==> src/common/serial_pin_pkg.sv <==
// Constants and types shared by the serial clock and pin routing logic
package serial_pin_pkg;

    // Register map: printed offsets are word indices, byte address is 4x
    localparam logic [7:0] CTRL_INDEX = 8'h13;
    localparam logic [7:0] STATUS_INDEX = 8'h14;
    localparam logic [7:0] CTRL_ADDR = 8'(CTRL_INDEX * 4);
    localparam logic [7:0] STATUS_ADDR = 8'(STATUS_INDEX * 4);

    // Control register fields
    localparam int SEL_BIT = 8;
    localparam int DIS_BIT = 7;
    localparam int CODE_LSB = 5;
    localparam int CODE_W = 2;
    localparam int DIV_LSB = 0;
    localparam int DIV_W = 5;

    // Status register fields
    localparam int ST_CLK_BIT = 0;
    localparam int ST_EXT_BIT = 1;
    localparam int ST_P1_EN_BIT = 2;
    localparam int ST_P2_EN_BIT = 3;
    localparam int ST_IR_BIT = 4;

    // Reset values that do not come from straps
    localparam logic DISABLE_RESET = 1'b0;
    localparam logic [DIV_W-1:0] DIVISOR_RESET = 5'h1B;

    // Synchroniser depth for the external clock pin
    localparam int SYNC_STAGES = 2;

    // Output enables of the eight pins per allocation
    localparam logic [7:0] OE_ALL_FIRST = 8'h2A;
    localparam logic [7:0] OE_SHARED = 8'hAA;

    // AXI responses
    localparam logic [1:0] RESP_OKAY = 2'h0;
    localparam logic [1:0] RESP_SLVERR = 2'h2;

    typedef enum logic [1:0] {
        PIN_ALL_FIRST = 2'b00,
        PIN_SPLIT_FOUR = 2'b01,
        PIN_SECOND_IR = 2'b10,
        PIN_SECOND_RAW = 2'b11
    } pin_code_t;

endpackage

==> src/serial_clock_pin_sync.sv <==
// Two-stage synchroniser for the external serial clock pin
module serial_clock_pin_sync (
    input wire logic aclk,
    input wire logic aresetn,
    input wire logic pin_in,
    output logic sync_out
);
    import serial_pin_pkg::*;

    logic meta_ff;
    logic sync_ff;

    // Only sync_ff reads meta_ff; nothing else may look at it
    always_ff @(posedge aclk) begin
        if (!aresetn) begin
            meta_ff <= 1'b0;
            sync_ff <= 1'b0;
        end else begin
            meta_ff <= pin_in;
            sync_ff <= meta_ff;
        end
    end

    assign sync_out = sync_ff;

    property p_sync_delay;
        @(posedge aclk) disable iff (!aresetn)
        $past(aresetn) && $past(aresetn, 2) |-> sync_ff == $past(pin_in, 2);
    endproperty
    a_sync_delay: assert property (p_sync_delay)
        else $error("synchronised clock does not lag the pin by two cycles");

endmodule

==> src/serial_clock_divider.sv <==
// Loadable down counter dividing the core clock into a serial clock
module serial_clock_divider (
    input wire logic aclk,
    input wire logic aresetn,
    input wire logic [serial_pin_pkg::DIV_W-1:0] divisor,
    output logic div_clk
);
    import serial_pin_pkg::*;

    logic [DIV_W-1:0] count_ff;
    logic div_clk_ff;
    logic reload;

    // A divisor of zero is treated like one rather than wrapping
    assign reload = (count_ff <= 5'h01);

    // New divisor only takes effect at a reload, so no short pulse
    always_ff @(posedge aclk) begin
        if (!aresetn) begin
            count_ff <= DIVISOR_RESET;
        end else if (reload) begin
            count_ff <= divisor;
        end else begin
            count_ff <= count_ff - 5'h01;
        end
    end

    always_ff @(posedge aclk) begin
        if (!aresetn) begin
            div_clk_ff <= 1'b0;
        end else if (reload) begin
            div_clk_ff <= ~div_clk_ff;
        end
    end

    assign div_clk = div_clk_ff;

    property p_toggle_at_one;
        @(posedge aclk) disable iff (!aresetn)
        count_ff == 5'h01 |=> div_clk_ff != $past(div_clk_ff)
            && count_ff == $past(divisor);
    endproperty
    a_toggle_at_one: assert property (p_toggle_at_one)
        else $error("divider did not toggle and reload at one");

    property p_hold_while_counting;
        @(posedge aclk) disable iff (!aresetn)
        count_ff > 5'h01 |=> $stable(div_clk_ff)
            && count_ff == $past(count_ff) - 5'h01;
    endproperty
    a_hold_while_counting: assert property (p_hold_while_counting)
        else $error("divider output moved while counting down");

endmodule

==> src/serial_port_clock_pin_routing.sv <==
// Serial port clock source, first-port disable and pin allocation
// How it works
// - With the source select set, the external clock pin clocks both ports.
// - With the source select clear, the internal divider clocks both ports.
// - The first port is disabled while its disable bit is one.
// - Code 00 gives all eight pins to the first port; the second is off.
// - Code 01 gives each port receive, transmit, clear and request to send.
// - Code 10 puts the second port in infrared mode, six pins to the first.
// - Code 11 gives the second port plain receive and transmit pins.
// - The divider toggles the clock and reloads when its count reaches one.
// - Reset takes the select and code bits from straps, divisor 11011.
module serial_port_clock_pin_routing (
    input wire logic aclk,
    input wire logic aresetn,
    input wire logic [7:0] s_axi_awaddr,
    input wire logic [2:0] s_axi_awprot,
    input wire logic s_axi_awvalid,
    output logic s_axi_awready,
    input wire logic [31:0] s_axi_wdata,
    input wire logic [3:0] s_axi_wstrb,
    input wire logic s_axi_wvalid,
    output logic s_axi_wready,
    output logic [1:0] s_axi_bresp,
    output logic s_axi_bvalid,
    input wire logic s_axi_bready,
    input wire logic [7:0] s_axi_araddr,
    input wire logic [2:0] s_axi_arprot,
    input wire logic s_axi_arvalid,
    output logic s_axi_arready,
    output logic [31:0] s_axi_rdata,
    output logic [1:0] s_axi_rresp,
    output logic s_axi_rvalid,
    input wire logic s_axi_rready,
    input wire logic dram_address_strap_high,
    input wire logic dram_address_strap_low,
    input wire logic ext_serial_port_clock,
    input wire logic [7:0] ext_pin_in,
    output logic [7:0] ext_pin_out,
    output logic [7:0] ext_pin_oe,
    output logic serial_port_clock,
    output logic first_port_enable,
    output logic second_port_enable,
    output logic second_port_ir_mode,
    input wire logic first_port_txd,
    input wire logic first_port_rts_n,
    input wire logic first_port_dtr_n,
    output logic first_port_rxd,
    output logic first_port_cts_n,
    output logic first_port_dsr_n,
    output logic first_port_dcd_n,
    output logic first_port_ri_n,
    input wire logic second_port_txd,
    input wire logic second_port_rts_n,
    output logic second_port_rxd,
    output logic second_port_cts_n
);
    import serial_pin_pkg::*;

    function automatic logic addr_hit(input logic [7:0] addr,
                                      input logic [7:0] reg_addr);
        addr_hit = (addr == reg_addr);
    endfunction

    // Control register fields
    logic sel_ff;
    logic disable_ff;
    pin_code_t code_ff;
    logic [DIV_W-1:0] divisor_ff;

    // Bus slave state
    logic aw_held_ff;
    logic w_held_ff;
    logic [7:0] awaddr_ff;
    logic [31:0] wdata_ff;
    logic [3:0] wstrb_ff;
    logic bvalid_ff;
    logic [1:0] bresp_ff;
    logic rvalid_ff;
    logic [31:0] rdata_ff;
    logic [1:0] rresp_ff;
    logic do_write;
    logic wr_ctrl;

    // Clocking and routing
    logic ext_clk_sync;
    logic div_clk;
    logic clk_ff;
    logic p1_en_ff;
    logic p2_en_ff;
    logic ir_ff;
    logic [7:0] nxt_pin_out;
    logic [7:0] nxt_pin_oe;
    logic [4:0] nxt_p1_in;
    logic [1:0] nxt_p2_in;
    logic [7:0] pin_out_ff;
    logic [7:0] pin_oe_ff;
    logic [4:0] p1_in_ff;
    logic [1:0] p2_in_ff;
    logic [31:0] ctrl_word;
    logic [31:0] status_word;

    serial_clock_pin_sync u_sync (
        .aclk(aclk),
        .aresetn(aresetn),
        .pin_in(ext_serial_port_clock),
        .sync_out(ext_clk_sync)
    );

    serial_clock_divider u_div (
        .aclk(aclk),
        .aresetn(aresetn),
        .divisor(divisor_ff),
        .div_clk(div_clk)
    );

    // Write path: address and data are taken in either order
    assign s_axi_awready = !aw_held_ff && !bvalid_ff;
    assign s_axi_wready = !w_held_ff && !bvalid_ff;
    assign do_write = aw_held_ff && w_held_ff;
    assign wr_ctrl = do_write && addr_hit(awaddr_ff, CTRL_ADDR);

    always_ff @(posedge aclk) begin
        if (!aresetn) begin
            aw_held_ff <= 1'b0;
            awaddr_ff <= 8'h00;
        end else if (s_axi_awvalid && s_axi_awready) begin
            aw_held_ff <= 1'b1;
            awaddr_ff <= s_axi_awaddr;
        end else if (do_write) begin
            aw_held_ff <= 1'b0;
        end
    end

    always_ff @(posedge aclk) begin
        if (!aresetn) begin
            w_held_ff <= 1'b0;
            wdata_ff <= 32'h00000000;
            wstrb_ff <= 4'h0;
        end else if (s_axi_wvalid && s_axi_wready) begin
            w_held_ff <= 1'b1;
            wdata_ff <= s_axi_wdata;
            wstrb_ff <= s_axi_wstrb;
        end else if (do_write) begin
            w_held_ff <= 1'b0;
        end
    end

    // Status is read-only: writes to it are accepted and dropped
    always_ff @(posedge aclk) begin
        if (!aresetn) begin
            bvalid_ff <= 1'b0;
            bresp_ff <= RESP_OKAY;
        end else if (do_write) begin
            bvalid_ff <= 1'b1;
            bresp_ff <= (wr_ctrl || addr_hit(awaddr_ff, STATUS_ADDR))
                ? RESP_OKAY : RESP_SLVERR;
        end else if (s_axi_bready) begin
            bvalid_ff <= 1'b0;
        end
    end

    assign s_axi_bvalid = bvalid_ff;
    assign s_axi_bresp = bresp_ff;

    // Straps are sampled every reset cycle, so the released value holds
    always_ff @(posedge aclk) begin
        if (!aresetn) begin
            sel_ff <= dram_address_strap_high;
            disable_ff <= DISABLE_RESET;
            code_ff <= pin_code_t'({dram_address_strap_low,
                                    dram_address_strap_low});
            divisor_ff <= DIVISOR_RESET;
        end else if (wr_ctrl) begin
            if (wstrb_ff[0]) begin
                disable_ff <= wdata_ff[DIS_BIT];
                code_ff <= pin_code_t'(wdata_ff[CODE_LSB +: CODE_W]);
                divisor_ff <= wdata_ff[DIV_LSB +: DIV_W];
            end
            if (wstrb_ff[1]) begin
                sel_ff <= wdata_ff[SEL_BIT];
            end
        end
    end

    // Read path
    always_comb begin
        ctrl_word = 32'h00000000;
        ctrl_word[SEL_BIT] = sel_ff;
        ctrl_word[DIS_BIT] = disable_ff;
        ctrl_word[CODE_LSB +: CODE_W] = code_ff;
        ctrl_word[DIV_LSB +: DIV_W] = divisor_ff;
        status_word = 32'h00000000;
        status_word[ST_CLK_BIT] = clk_ff;
        status_word[ST_EXT_BIT] = ext_clk_sync;
        status_word[ST_P1_EN_BIT] = p1_en_ff;
        status_word[ST_P2_EN_BIT] = p2_en_ff;
        status_word[ST_IR_BIT] = ir_ff;
    end

    assign s_axi_arready = !rvalid_ff;

    always_ff @(posedge aclk) begin
        if (!aresetn) begin
            rvalid_ff <= 1'b0;
            rdata_ff <= 32'h00000000;
            rresp_ff <= RESP_OKAY;
        end else if (s_axi_arvalid && s_axi_arready) begin
            rvalid_ff <= 1'b1;
            if (addr_hit(s_axi_araddr, CTRL_ADDR)) begin
                rdata_ff <= ctrl_word;
                rresp_ff <= RESP_OKAY;
            end else if (addr_hit(s_axi_araddr, STATUS_ADDR)) begin
                rdata_ff <= status_word;
                rresp_ff <= RESP_OKAY;
            end else begin
                rdata_ff <= 32'h00000000;
                rresp_ff <= RESP_SLVERR;
            end
        end else if (s_axi_rready) begin
            rvalid_ff <= 1'b0;
        end
    end

    assign s_axi_rvalid = rvalid_ff;
    assign s_axi_rdata = rdata_ff;
    assign s_axi_rresp = rresp_ff;

    // Clock source: both inputs are already core-clock flops
    always_ff @(posedge aclk) begin
        if (!aresetn) begin
            clk_ff <= 1'b0;
        end else if (sel_ff) begin
            clk_ff <= ext_clk_sync;
        end else begin
            clk_ff <= div_clk;
        end
    end

    assign serial_port_clock = clk_ff;

    // Pin allocation; unconnected core inputs sit at their idle level
    always_comb begin
        nxt_pin_out = 8'h00;
        nxt_pin_oe = OE_SHARED;
        nxt_p1_in = 5'h1F;
        nxt_p2_in = 2'h3;
        nxt_p1_in[0] = ext_pin_in[0];
        nxt_pin_out[1] = first_port_txd;
        nxt_p1_in[1] = ext_pin_in[2];
        nxt_pin_out[3] = first_port_rts_n;
        case (code_ff)
            PIN_ALL_FIRST: begin
                nxt_pin_oe = OE_ALL_FIRST;
                nxt_p1_in[2] = ext_pin_in[4];
                nxt_pin_out[5] = first_port_dtr_n;
                nxt_p1_in[3] = ext_pin_in[6];
                nxt_p1_in[4] = ext_pin_in[7];
            end
            PIN_SPLIT_FOUR: begin
                nxt_p2_in[0] = ext_pin_in[4];
                nxt_pin_out[5] = second_port_txd;
                nxt_p2_in[1] = ext_pin_in[6];
                nxt_pin_out[7] = second_port_rts_n;
            end
            PIN_SECOND_IR, PIN_SECOND_RAW: begin
                nxt_p1_in[2] = ext_pin_in[4];
                nxt_pin_out[5] = first_port_dtr_n;
                nxt_p2_in[0] = ext_pin_in[6];
                nxt_pin_out[7] = second_port_txd;
            end
            default: begin
                nxt_pin_oe = OE_ALL_FIRST;
            end
        endcase
    end

    always_ff @(posedge aclk) begin
        if (!aresetn) begin
            pin_out_ff <= 8'h00;
            pin_oe_ff <= 8'h00;
            p1_in_ff <= 5'h1F;
            p2_in_ff <= 2'h3;
        end else begin
            pin_out_ff <= nxt_pin_out;
            pin_oe_ff <= nxt_pin_oe;
            p1_in_ff <= nxt_p1_in;
            p2_in_ff <= nxt_p2_in;
        end
    end

    always_ff @(posedge aclk) begin
        if (!aresetn) begin
            p1_en_ff <= 1'b0;
            p2_en_ff <= 1'b0;
            ir_ff <= 1'b0;
        end else begin
            p1_en_ff <= !disable_ff;
            p2_en_ff <= (code_ff != PIN_ALL_FIRST);
            ir_ff <= (code_ff == PIN_SECOND_IR);
        end
    end

    assign ext_pin_out = pin_out_ff;
    assign ext_pin_oe = pin_oe_ff;
    assign first_port_rxd = p1_in_ff[0];
    assign first_port_cts_n = p1_in_ff[1];
    assign first_port_dsr_n = p1_in_ff[2];
    assign first_port_dcd_n = p1_in_ff[3];
    assign first_port_ri_n = p1_in_ff[4];
    assign second_port_rxd = p2_in_ff[0];
    assign second_port_cts_n = p2_in_ff[1];
    assign first_port_enable = p1_en_ff;
    assign second_port_enable = p2_en_ff;
    assign second_port_ir_mode = ir_ff;

    property p_ext_source;
        @(posedge aclk) disable iff (!aresetn)
        sel_ff |=> clk_ff == $past(ext_clk_sync);
    endproperty
    a_ext_source: assert property (p_ext_source)
        else $error("serial clock does not follow external pin");

    property p_div_source;
        @(posedge aclk) disable iff (!aresetn)
        !sel_ff |=> clk_ff == $past(div_clk);
    endproperty
    a_div_source: assert property (p_div_source)
        else $error("serial clock does not follow the divider");

    property p_first_disable;
        @(posedge aclk) disable iff (!aresetn)
        disable_ff ##1 disable_ff |-> !first_port_enable;
    endproperty
    a_first_disable: assert property (p_first_disable)
        else $error("first port enabled while disabled");

    property p_all_first;
        @(posedge aclk) disable iff (!aresetn)
        code_ff == PIN_ALL_FIRST |=> !second_port_enable
            && ext_pin_oe == OE_ALL_FIRST
            && first_port_ri_n == $past(ext_pin_in[7]);
    endproperty
    a_all_first: assert property (p_all_first)
        else $error("code 00 routing wrong");

    property p_split_four;
        @(posedge aclk) disable iff (!aresetn)
        code_ff == PIN_SPLIT_FOUR |=> ext_pin_out[5] == $past(second_port_txd)
            && second_port_cts_n == $past(ext_pin_in[6]);
    endproperty
    a_split_four: assert property (p_split_four)
        else $error("code 01 routing wrong");

    property p_second_ir;
        @(posedge aclk) disable iff (!aresetn)
        code_ff == PIN_SECOND_IR |=> second_port_ir_mode
            && ext_pin_out[7] == $past(second_port_txd)
            && first_port_dsr_n == $past(ext_pin_in[4]);
    endproperty
    a_second_ir: assert property (p_second_ir)
        else $error("code 10 routing wrong");

    property p_second_raw;
        @(posedge aclk) disable iff (!aresetn)
        code_ff == PIN_SECOND_RAW |=> !second_port_ir_mode
            && second_port_rxd == $past(ext_pin_in[6])
            && ext_pin_out[5] == $past(first_port_dtr_n);
    endproperty
    a_second_raw: assert property (p_second_raw)
        else $error("code 11 routing wrong");

    property p_reset_values;
        @(posedge aclk) disable iff (!aresetn)
        $rose(aresetn) |-> divisor_ff == DIVISOR_RESET && !disable_ff
            && sel_ff == $past(dram_address_strap_high)
            && code_ff == {2{$past(dram_address_strap_low)}};
    endproperty
    a_reset_values: assert property (p_reset_values)
        else $error("control register reset value wrong");

endmodule

==> config.mk <==
export PLATFORM = sky130hd
export DESIGN_NAME = serial_port_clock_pin_routing
export DESIGN_NICKNAME = d
export VERILOG_FILES = /design/src/common/serial_pin_pkg.sv /design/src/serial_clock_pin_sync.sv /design/src/serial_clock_divider.sv /design/src/serial_port_clock_pin_routing.sv
export SDC_FILE = /design/constraint.sdc
export NUM_CORES = 1
export LEC_CHECK = 0
export ABC_AREA = 1
export BUFFER_PORTS_ARGS = -buffer_cell sky130_fd_sc_hd__buf_2
export CAP_MARGIN = 20
export CORE_ASPECT_RATIO = 0.9
export CORE_MARGIN = 8
export CORE_UTILIZATION = 49
export DETAILED_ROUTE_END_ITERATION = 12
export HOLD_SLACK_MARGIN = 0.1
export MAX_ROUTING_LAYER = met4
export PLACE_DENSITY_LB_ADDON = 0.12
export SLEW_MARGIN = 10
export SYNTH_ARGS = -nofsm -noshare
export SYNTH_HDL_FRONTEND = slang
export SYNTH_SLANG_ARGS = --single-unit
==> constraint.sdc <==
create_clock -name aclk -period 2.2 [get_ports aclk]
set_input_delay 0.44 -clock aclk [delete_from_list [all_inputs] [get_ports aclk]]
set_output_delay 0.44 -clock aclk [all_outputs]
set_load 0.02 [all_outputs]
Word level (Yosys, flattened, before mapping)
Cells that the tools add are included.
{ "word_totals": {"regBits": 103, "latchBits": 0, "ram_bits": 0, "rom_bits": 0, "in_bits": 81, "out_inout_bits": 68, "word_cells": 94, "mem_count": 0} }
{ "op_classes": {"addsub": 1, "mul": 0, "div_mod_pow": 0, "magnitude_cmp": 1, "eq_ne": 10, "shift": 0, "n_mux": 24, "bitwise": 1, "n_reduce_logical": 27} }
{ "ops": {"columns": ["op", "n"], "rows": [
  ["8-bit by 7-bit == test with 1-bit output, second input constant", 4],
  ["2-bit two-way mux", 6],
  ["2-bit AND reduction", 6],
  ["1-bit two-way mux", 11],
  ["5-bit two-way mux", 2],
  ["2-bit nonzero test", 5],
  ["9-bit two-way mux", 1],
  ["8-bit two-way mux", 1],
  ["1-bit logical AND", 7],
  ["2-bit by 1-bit inequality test with 1-bit output, second input constant", 3],
  ["1-bit one-hot mux with 2 select lines", 3],
  ["5-bit by 1-bit <= comparator with 1-bit output, second input constant", 1],
  ["1-bit zero test", 5],
  ["5-bit by 1-bit subtractor with 5-bit output, second input constant", 1],
  ["2-bit == test, second input constant", 2],
  ["3-bit OR reduction", 1],
  ["2-bit by 1-bit == test with 1-bit output, second input constant", 1],
  ["2-bit zero test", 1],
  ["2-bit OR reduction", 1],
  ["1-bit logical OR", 1],
  ["1-bit NOT", 1]
]} }

Logic depth before layout (Yosys ltp)
Gate-level depths: netlist of run 1.
{ "depth": {"word_depth": 4, "ltp_mapped": 8, "mapped_depth_nobuf": 8} }

By module
A second synthesis of run 1 with hierarchy kept.
{ "unflattened": {"hier_cells": 394, "hier_area_um2": 2994.1} }
{ "by_module_without_submodules": {"columns": ["mod", "n_inst", "cells_each", "area_each_um2", "seq_area_each_um2"], "rows": [
  ["serial_port_clock_pin_routing", 1, 335, 2580.0, 1211.2],
  ["serial_clock_divider", 1, 53, 359.1, 120.1],
  ["serial_clock_pin_sync", 1, 6, 55.1, 40.0]
]} }

Least setup slack after synthesis of run 1
Ideal clock, no wire load.
{ "synth_timing": {"path_type": "register to register", "start": "register bvalid_ff, in the netlist s_axi_bvalid", "end": "register awaddr_ff[0]", "setup_time_ns": 0.119, "arrival_ns": 1.238, "required_ns": 2.081, "path_slack_ns": 0.843, "path_stages_with_launch": 6, "n_path_buf": 1, "period_less_slack_ns": 1.357, "path_cell_list": "dfxtp_1 nor2_1 nand2_1 buf_4 o21ai_0 a21oi_1"} }
{ "synth_via": {"elab_chain_len": 3} }
{ "synth_lines": {"columns": ["element", "line", "text"], "rows": [
  ["start, declared", "serial_port_clock_pin_routing.sv:76", "logic bvalid_ff;"],
  ["start signal, assigned", "serial_port_clock_pin_routing.sv:151", "bvalid_ff <= 1'b0;"],
  ["start signal, assigned", "serial_port_clock_pin_routing.sv:154", "bvalid_ff <= 1'b1;"],
  ["start signal, assigned", "serial_port_clock_pin_routing.sv:158", "bvalid_ff <= 1'b0;"],
  ["1-bit zero test", "serial_port_clock_pin_routing.sv:117", "assign s_axi_awready = !aw_held_ff && !bvalid_ff;"],
  ["1-bit logical AND", "serial_port_clock_pin_routing.sv:117", null],
  ["net s_axi_awready", "serial_port_clock_pin_routing.sv:18", "output logic s_axi_awready,"],
  ["1-bit logical AND", "serial_port_clock_pin_routing.sv:126", "end else if (s_axi_awvalid && s_axi_awready) begin"],
  ["end signal, assigned", "serial_port_clock_pin_routing.sv:128", "awaddr_ff <= s_axi_awaddr;"],
  ["end, declared", "serial_port_clock_pin_routing.sv:73", "logic [7:0] awaddr_ff;"]
]} }
The timed path passes the listed nets, and every way through them passes these cells.
A chain may end at the register's enable or synchronous reset.

Final worst setup path of run 1
{ "layout_timing": {"start": "register aw_held_ff", "end": "output port s_axi_awready"} }
{ "layout_via": {"elab_chain_len": 2} }
{ "layout_lines": {"columns": ["element", "line", "text"], "rows": [
  ["start, declared", "serial_port_clock_pin_routing.sv:71", "logic aw_held_ff;"],
  ["start signal, assigned", "serial_port_clock_pin_routing.sv:124", "aw_held_ff <= 1'b0;"],
  ["start signal, assigned", "serial_port_clock_pin_routing.sv:127", "aw_held_ff <= 1'b1;"],
  ["start signal, assigned", "serial_port_clock_pin_routing.sv:130", "aw_held_ff <= 1'b0;"],
  ["1-bit zero test", "serial_port_clock_pin_routing.sv:117", null],
  ["1-bit logical AND", "serial_port_clock_pin_routing.sv:117", null],
  ["end, declared", "serial_port_clock_pin_routing.sv:18", null]
]} }
Every way passes these cells.

==> qor.log, run 1 <==
qor: floorplan.dieArea 8700 µm²
qor: logic_synthesis.yosys-top-cells-area sky130_fd_sc_hd__dfxtp_1 (44%), sky130_fd_sc_hd__buf_4 (9.8%), sky130_fd_sc_hd__nand2_1 (8.1%), sky130_fd_sc_hd__nor2_1 (7.8%), sky130_fd_sc_hd__inv_1 (5.5%)
qor: sta.final-hold-violation-count 0
qor: critical_path.worst-r2r-cell-count 5
qor: power.max-vdd-ir-drop 0.000417 V
qor: logic_synthesis.synth_commonest_cells sky130_fd_sc_hd__dfxtp_1 (64), sky130_fd_sc_hd__nand2_1 (63), sky130_fd_sc_hd__nor2_1 (61)
qor: min_path.hold-path-cell-count 2
qor: critical_path.critical_path_buf_inv_count 1
qor: clock_tree.clock_tree.buffer_depth 2
qor: routing.drt_iter0_drc 168
qor: global_route.grt_antenna_before_repair 0
qor: logic_synthesis.post_synth_num_cell_types 31
qor: layout.flow.area_growth_from_synthesis 15.4%
qor: critical_path.r2r_setup_slack 0.95 ns
qor: routing.detail_route.vias_per_cell 4.48
qor: clock_tree.cts-hold-fix-buffers 0
qor: sta.period_needed 1.44 ns
qor: clock_tree.clk_pin_slew_worst_paths 0.07 ns
qor: logic_synthesis.postSynthRegisterBits 67
qor: critical_path.critical_path.slowest_cell sky130_fd_sc_hd__dfxtp_1
qor: critical_path.critPathRequiredTime 1.76 ns
qor: floorplan.rows 26
qor: sta.setup-tns-final 0 ns
qor: sta.maxSlewViolCount 0
qor: critical_path.crit_path_start_kind flip-flop
qor: logic_synthesis.synth_warnings 0
qor: routing.routed-via-count 2,384
qor: critical_path.critical_path_cell_count 2
qor: clock_tree.numClockSinks 67
qor: placed_design.detailedPlacementHpwl 4.71 mm
qor: power.p_per_area 766 nW/µm²
qor: flow_run.maxCapViolCount 0
qor: sta.layout_worst_path_cycle_share 65.4%
qor: placed_design.postPlaceCellArea 3220 µm²
qor: sta.min_setup_slack_post_route 0.761 ns
qor: sta.setup_repair_after_global_routing_missed_its_margin no
qor: global_route.grt_first_pass_wirelength 10.3 mm
qor: floorplan.ioPinCount 149
qor: logic_synthesis.synth.avg_cell_area 7.64 µm²
qor: clock_tree.cts_tree yes
qor: sta.setup_viol 0
qor: logic_synthesis.synthesized_instance_count 383
qor: power.power.share.switching 27.4%
qor: global_route.grt_start_max_net_pins 51
qor: floorplan.die_height 89.3 µm
qor: floorplan.dieWidth 97.4 µm
qor: run_status.status finished clean
qor: sta.max_slew.worst_pin.slew 0.688 ns
qor: min_path.worstHoldStart ext_pin_in[0]
qor: layout.finish.instance_area 3380 µm²
qor: min_path.hold_class input port to flip-flop
qor: logic_synthesis.yosysSeqAreaShare 46.9%
qor: global_route.globalRouteTotalUtil 14.9%
qor: critical_path.r2r-end aw_held_ff$_SDFFE_PN0P_
qor: routing.dr.pass1.iters 4
qor: critical_path.cp-end-kind output pin
qor: critical_path.critical_path_maximum_fanout 3
qor: routing.route.antenna.remaining_nets 0
qor: min_path.hold_endpoint p1_in_ff[0]$_SDFF_PN1_
qor: logic_synthesis.asyncSetResetFlopFracSynth 0%
qor: sta.timing.fmax 695 MHz
qor: sta.clock-skew-final 0.00854 ns
qor: placed_design.globalplace.congestion 0.756
qor: power.static-leakage-power 1.78 nW
qor: critical_path.critical_path_class flip-flop to output pin
qor: critical_path.cp_cell_sequence nor2_1, buf_2
qor: logic_synthesis.synth.top_cell.area_share 43.8%
qor: logic_synthesis.synth_edf_count 3
qor: logic_synthesis.post-synth-top-count-cell sky130_fd_sc_hd__dfxtp_1
qor: floorplan.initial_core_util 51.1%
qor: layout.fin_nets 543
qor: power.power_frac_seq 52.1%
qor: critical_path.cp_slowest_stage_delay 0.35 ns
qor: global_route.globalRoute.totalOverflow 0
qor: global_route.first_global_vias 2,307
qor: clock_tree.numCtsBuffers 9
qor: clock_tree.htree_levels 3
qor: clock_tree.clkLatencyLatePin 0.33 ns
qor: clock_tree.cts_post_setup_buffers_inserted 0
qor: logic_synthesis.largest_area_contributor_in_the_netlist sky130_fd_sc_hd__dfxtp_1
qor: power.power.internal 1.88 mW
qor: clock_tree.cts.root.buffer_cell sky130_fd_sc_hd__clkbuf_8
qor: placed_design.port-buffer-count 81
qor: layout.final.fill_count 596
qor: clock_tree.post_cts_resize_count 0
qor: routing.post-route-drc-count 0
qor: critical_path.crit-reg2reg-launch aw_held_ff$_SDFFE_PN0P_
qor: power.p_sw 0.709 mW
qor: logic_synthesis.ys_dominant_reg_cell sky130_fd_sc_hd__dfxtp_1
qor: layout.drive_gt1_share 22.5%
qor: power.comb_power_share 14.9%
qor: routing.detail_route.wirelength 6.17 mm
qor: sta.maxSlewHeadroom 54.1%
qor: critical_path.critPathTopFamily flip-flops
qor: logic_synthesis.synth_area 2930 µm²
qor: power.clockPowerShare 33.1%
qor: placed_design.post-place-ws 0.697 ns
qor: layout.num_antenna_cells 0
qor: floorplan.design.core.area 5730 µm²
qor: routing.post_drt_wl_per_cell 11.6 µm
qor: critical_path.crit_arrival 1.00 ns
area by class of cell:
cell class              instances  area [µm²]  share of cell area [%]
multi-input cells             255        1170                    34.8
inverters                      44         165                    4.89
flip-flops and latches         67        1370                    40.6
well taps                      70        87.6                    2.59
clock buffers                  13         159                    4.71
repair buffers                 83         420                    12.4
layer usage:
| layer | vias to the layer above | global-route usage, % | wire length (µm) | share of wire (%) |
|---|---|---|---|---|
| met3 | 4 | 5.87 | 372 | 6.0 |
| met2 | 62 | 25.0 | 2980 | 48 |
| li1 | 1277 | - | - | - |
| met4 | 0 | 5.77 | 36 | 0.58 |
| met5 | - | - | 0 | 0 |
| met1 | 1041 | 15.7 | 2780 | 45 |
how the worst max path moves through the flow:
stage                                         start                        end  slack [ns]
after floorplan           s_axi_bvalid$_SDFFE_PN0P_  awaddr_ff[0]$_SDFFE_PN0P_        0.84
after global placement                      aresetn     p2_in_ff[0]$_SDFF_PN1_        0.67
after detailed placement                    aresetn     p2_in_ff[0]$_SDFF_PN1_        0.70
after CTS                   aw_held_ff$_SDFFE_PN0P_              s_axi_awready        0.74
after global routing        aw_held_ff$_SDFFE_PN0P_              s_axi_awready        0.69
final                       aw_held_ff$_SDFFE_PN0P_              s_axi_awready        0.76
power by group through the flow:
stage / Clock [mW] / Sequential [mW] / Combinational [mW]
2_1_floorplan: 0 / 1.40 / 0.293
3_3_place_gp: 0 / 1.37 / 0.381
3_5_place_dp: 0 / 1.37 / 0.386
4_1_cts: 0.884 / 1.35 / 0.387
5_1_grt: 0.937 / 1.36 / 0.437
6_report: 0.856 / 1.35 / 0.385
state kept, by name, summed over array words and instances, names as in the netlist, 2 cells and up:
| signal | count |
|---|---|
| u_div.count_ff | 5 |
| awaddr_ff | 8 |
| divisor_ff | 5 |
| ext_pin_out | 4 |
| ext_pin_oe | 2 |
| wdata_ff | 9 |
| p2_in_ff | 2 |
| code_ff | 2 |
| s_axi_rdata | 9 |
| wstrb_ff | 2 |
| p1_in_ff | 5 |
cells by family after synthesis:
logic type | after synthesis | share of synthesized area, %
other cells | 1 | 0.128
simple gates | 168 | 25.5
flops | 67 | 46.9
fa+ha+maj | 2 | 0.855
compound gates | 50 | 8.94
buf+inv | 93 | 17.1
xor+xnor | 2 | 0.599
cells in the final DEF, fill, tap and decap left out, drive strengths merged, types with 2 or more instances in the layout:
cell type  instances
a21oi             18
buf               83
clkbuf            13
conb              33
dfxtp             64
edfxtp             3
ha                 2
inv               44
nand2             65
nand3             28
nand4              6
nor2              65
o21a               2
o21ai             28
or2                2
stage by stage:
stage,utilization (%),hold slack [ns],power (mW),instances
after floorplan,-,0.390,1.70,415
after global placement,56.2,0.408,1.75,519
after detailed placement,56.2,0.397,1.76,519
after CTS,59.0,0.271,2.62,532
after global routing,59.0,0.274,2.73,532
final,59.0,0.287,2.59,532
Note: power is estimated with default switching activity, not from simulation.
==> run 2: changes to the inputs <==
--- a/config.mk
+++ b/config.mk
@@ -10,7 +10,7 @@
 export CAP_MARGIN = 20
 export CORE_ASPECT_RATIO = 0.9
 export CORE_MARGIN = 8
-export CORE_UTILIZATION = 49
+export CORE_UTILIZATION = 45
 export DETAILED_ROUTE_END_ITERATION = 12
 export HOLD_SLACK_MARGIN = 0.1
 export MAX_ROUTING_LAYER = met4
==> constraint.sdc (replaced) <==
create_clock -name aclk -period 1.38 [get_ports aclk]
set_input_delay 0.276 -clock aclk [delete_from_list [all_inputs] [get_ports aclk]]
set_output_delay 0.276 -clock aclk [all_outputs]
set_load 0.02 [all_outputs]
==> run 2 against run 1 <==
Highest routed layer unchanged. Largest cell class unchanged. Final cell count grew 4.9%. Design area grew 3.5%. Non-clock buffer count grew 3. First-iteration DRC count shrank 49%. Largest power group unchanged. Register-to-register slack lost 0.82 ns. Utilization shrank 4.8 points. Clock skew shrank 0.0012 ns. Critical path type unchanged. Combinational power grew 68%. Via count grew 1.5%.
==> qor.log, run 2 (synthesis results as in run 1) <==
qor: run_status.status finished clean
qor: floorplan.ioPinCount 149 [unchanged]
qor: layout.layout.cells.non_filler 558 [+4.9%]
qor: clock_tree.clkLatencyLatePin 0.34 ns [about the same]
qor: critical_path.crit_arrival 1.03 ns [+0.03 ns]
qor: global_route.grt_first_pass_wirelength 10.3 mm [+0.54%]
qor: placed_design.detailedPlacementHpwl 4.87 mm [+3.3%]
qor: layout.drive_gt1_share 24.6% [+2.1 points]
qor: clock_tree.cts_tree yes
qor: layout.sequential_cell_area 1370 µm² [unchanged]
qor: sta.final-hold-violation-count 0 [unchanged]
qor: layout.postLayoutCoreUtil 54.2% [-4.8 points]
qor: sta.timing.fmax 769 MHz
qor: layout.multi_input_comb_area 1180 µm² [+0.85%]
qor: layout.layout.cells.most_common sky130_fd_sc_hd__buf_2
qor: placed_design.port-buffer-count 81 [unchanged]
qor: routing.dr.pass1.iters 4 [unchanged]
qor: flow_run.maxCapViolCount 0 [unchanged]
qor: clock_tree.cts_post_setup_buffers_inserted 0 [unchanged]
qor: clock_tree.htree_levels 3 [unchanged]
qor: routing.post-route-drc-count 0 [unchanged]
qor: sta.layout_worst_path_cycle_share 94.3%
qor: sta.setup_viol 0 [unchanged]
qor: routing.post_drt_wl_per_cell 11.6 µm [about the same]
qor: placed_design.globalplace.congestion 0.753 [-0.34%]
qor: floorplan.dieArea 9340 µm² [+7.3%]
qor: sta.clock-skew-final 0.00733 ns [-0.00121 ns]
qor: layout.fin_nets 546 [+0.55%]
qor: floorplan.rows 28 [+7.7%]
qor: critical_path.r2r_setup_slack 0.13 ns [-0.82 ns]
qor: global_route.globalRouteTotalUtil 14.3% [-0.63 points]
qor: global_route.grt_antenna_before_repair 0 [unchanged]
qor: sta.setup-tns-final 0 ns [unchanged]
qor: power.max-vdd-ir-drop 0.000556 V [+33%]
qor: global_route.first_global_vias 2,352 [+2.0%]
qor: layout.final.fill_count 656 [+10%]
qor: layout.layout.cells.most_common_list sky130_fd_sc_hd__buf_2 (81), sky130_fd_sc_hd__dfxtp_1 (64), sky130_fd_sc_hd__nand2_1 (60), sky130_fd_sc_hd__nor2_1 (60), sky130_fd_sc_hd__inv_1 (43)
qor: power.static-leakage-power 1.83 nW [+2.4%]
qor: floorplan.design.core.area 6450 µm² [+13%]
qor: clock_tree.cts.root.buffer_cell sky130_fd_sc_hd__clkbuf_8
qor: power.p_per_area 1250 nW/µm² [+64%]
qor: routing.drt_iter0_drc 86 [-49%]
qor: sta.maxSlewViolCount 0 [unchanged]
qor: floorplan.die_height 92.5 µm [+3.6%]
qor: critical_path.cp-end-kind output pin
qor: floorplan.initial_core_util 45.4% [-5.7 points]
qor: min_path.hold_class input port to flip-flop
qor: global_route.grt_start_max_net_pins 51 [unchanged]
qor: clock_tree.clock_tree.buffer_depth 2 [unchanged]
qor: critical_path.critical_path_class flip-flop to output pin
qor: placed_design.dp_cells 542 [+4.4%]
qor: floorplan.dieWidth 101 µm [+3.6%]
qor: critical_path.critical_path_maximum_fanout 3 [unchanged]
qor: routing.routed-via-count 2,420 [+1.5%]
qor: critical_path.critPathRequiredTime 1.10 ns [-0.66 ns]
qor: clock_tree.clk_pin_slew_worst_paths 0.07 ns [about the same]
qor: sta.period_needed 1.30 ns
qor: clock_tree.cts-hold-fix-buffers 0 [unchanged]
qor: routing.route.antenna.remaining_nets 0 [unchanged]
qor: global_route.globalRoute.totalOverflow 0 [unchanged]
qor: clock_tree.numCtsBuffers 9 [unchanged]
qor: critical_path.crit_path_start_kind flip-flop
qor: routing.detail_route.vias_per_cell 4.34 [-3.2%]
qor: clock_tree.numClockSinks 67 [unchanged]
qor: sta.setup_repair_after_global_routing_missed_its_margin no
qor: layout.num_antenna_cells 0 [unchanged]
qor: layout.flow.area_growth_from_synthesis 19.5%
qor: sta.fin_worst_hold_slack 0.119 ns [-0.169 ns]
qor: routing.detail_route.wirelength 6.48 mm [+5.0%]
## run 2: path summary, 6_finish.rpt
path,start,to,cells past startpoint
worst min register to register,u_sync.meta_ff$_SDFF_PN0_,u_sync.sync_out$_SDFF_PN0_,2
worst max register to register,awaddr_ff[0]$_SDFFE_PN0P_,code_ff[0]$_DFFE_PP_,5
worst max-delay path,aw_held_ff$_SDFFE_PN0P_,s_axi_awready,2
worst min-delay path,ext_pin_in[7],p1_in_ff[4]$_SDFF_PN1_,3
## run 2: per-layer routing
metal	vias up	track usage, %	wire [µm]	share of wire [%]
li1	1290	-	-	-
met4	0	7.06	91	1.4
met2	60	22.8	3090	48
met5	-	-	0	0
met3	8	3.60	368	5.7
met1	1062	16.3	2930	45
## run 2: area by class of cell
cell class / instances / area share, %
inverters: 44 / 4.73
flip-flops and latches: 67 / 39.2
multi-input cells: 255 / 33.9
clock inverters: 5 / 1.50
repair buffers: 86 / 13.4
clock buffers: 11 / 4.05
well taps: 90 / 3.22
## run 2: report_power, final
part	total [mW]	switching (mW)	internal (mW)
logic	0.645	0.431	0.214
clock network	1.60	0.721	0.875
registers	2.14	0.0681	2.08
total	4.39	1.22	3.17
## run 2: worst max-delay path: stages (launching register included)
cell and delay, ns:
sky130_fd_sc_hd__dfxtp_1 0.35, sky130_fd_sc_hd__nor2_2 0.16, sky130_fd_sc_hd__buf_2 0.18
## run 2: metrics by stage
step	worst slack, ns	instance area (µm²)	power (mW)
2_1_floorplan	0.0227	3050	2.70
3_3_place_gp	0.148	3290	2.82
3_5_place_dp	0.122	3290	2.83
4_1_cts	0.0608	3480	4.44
5_1_grt	0.0231	3490	4.60
6_report	0.0788	3490	4.39
## run 2: timing repair
action	in CTS	in global routing
resized for setup	0	4
setup endpoints to repair	0	3
endpoints found under the hold margin	0	0
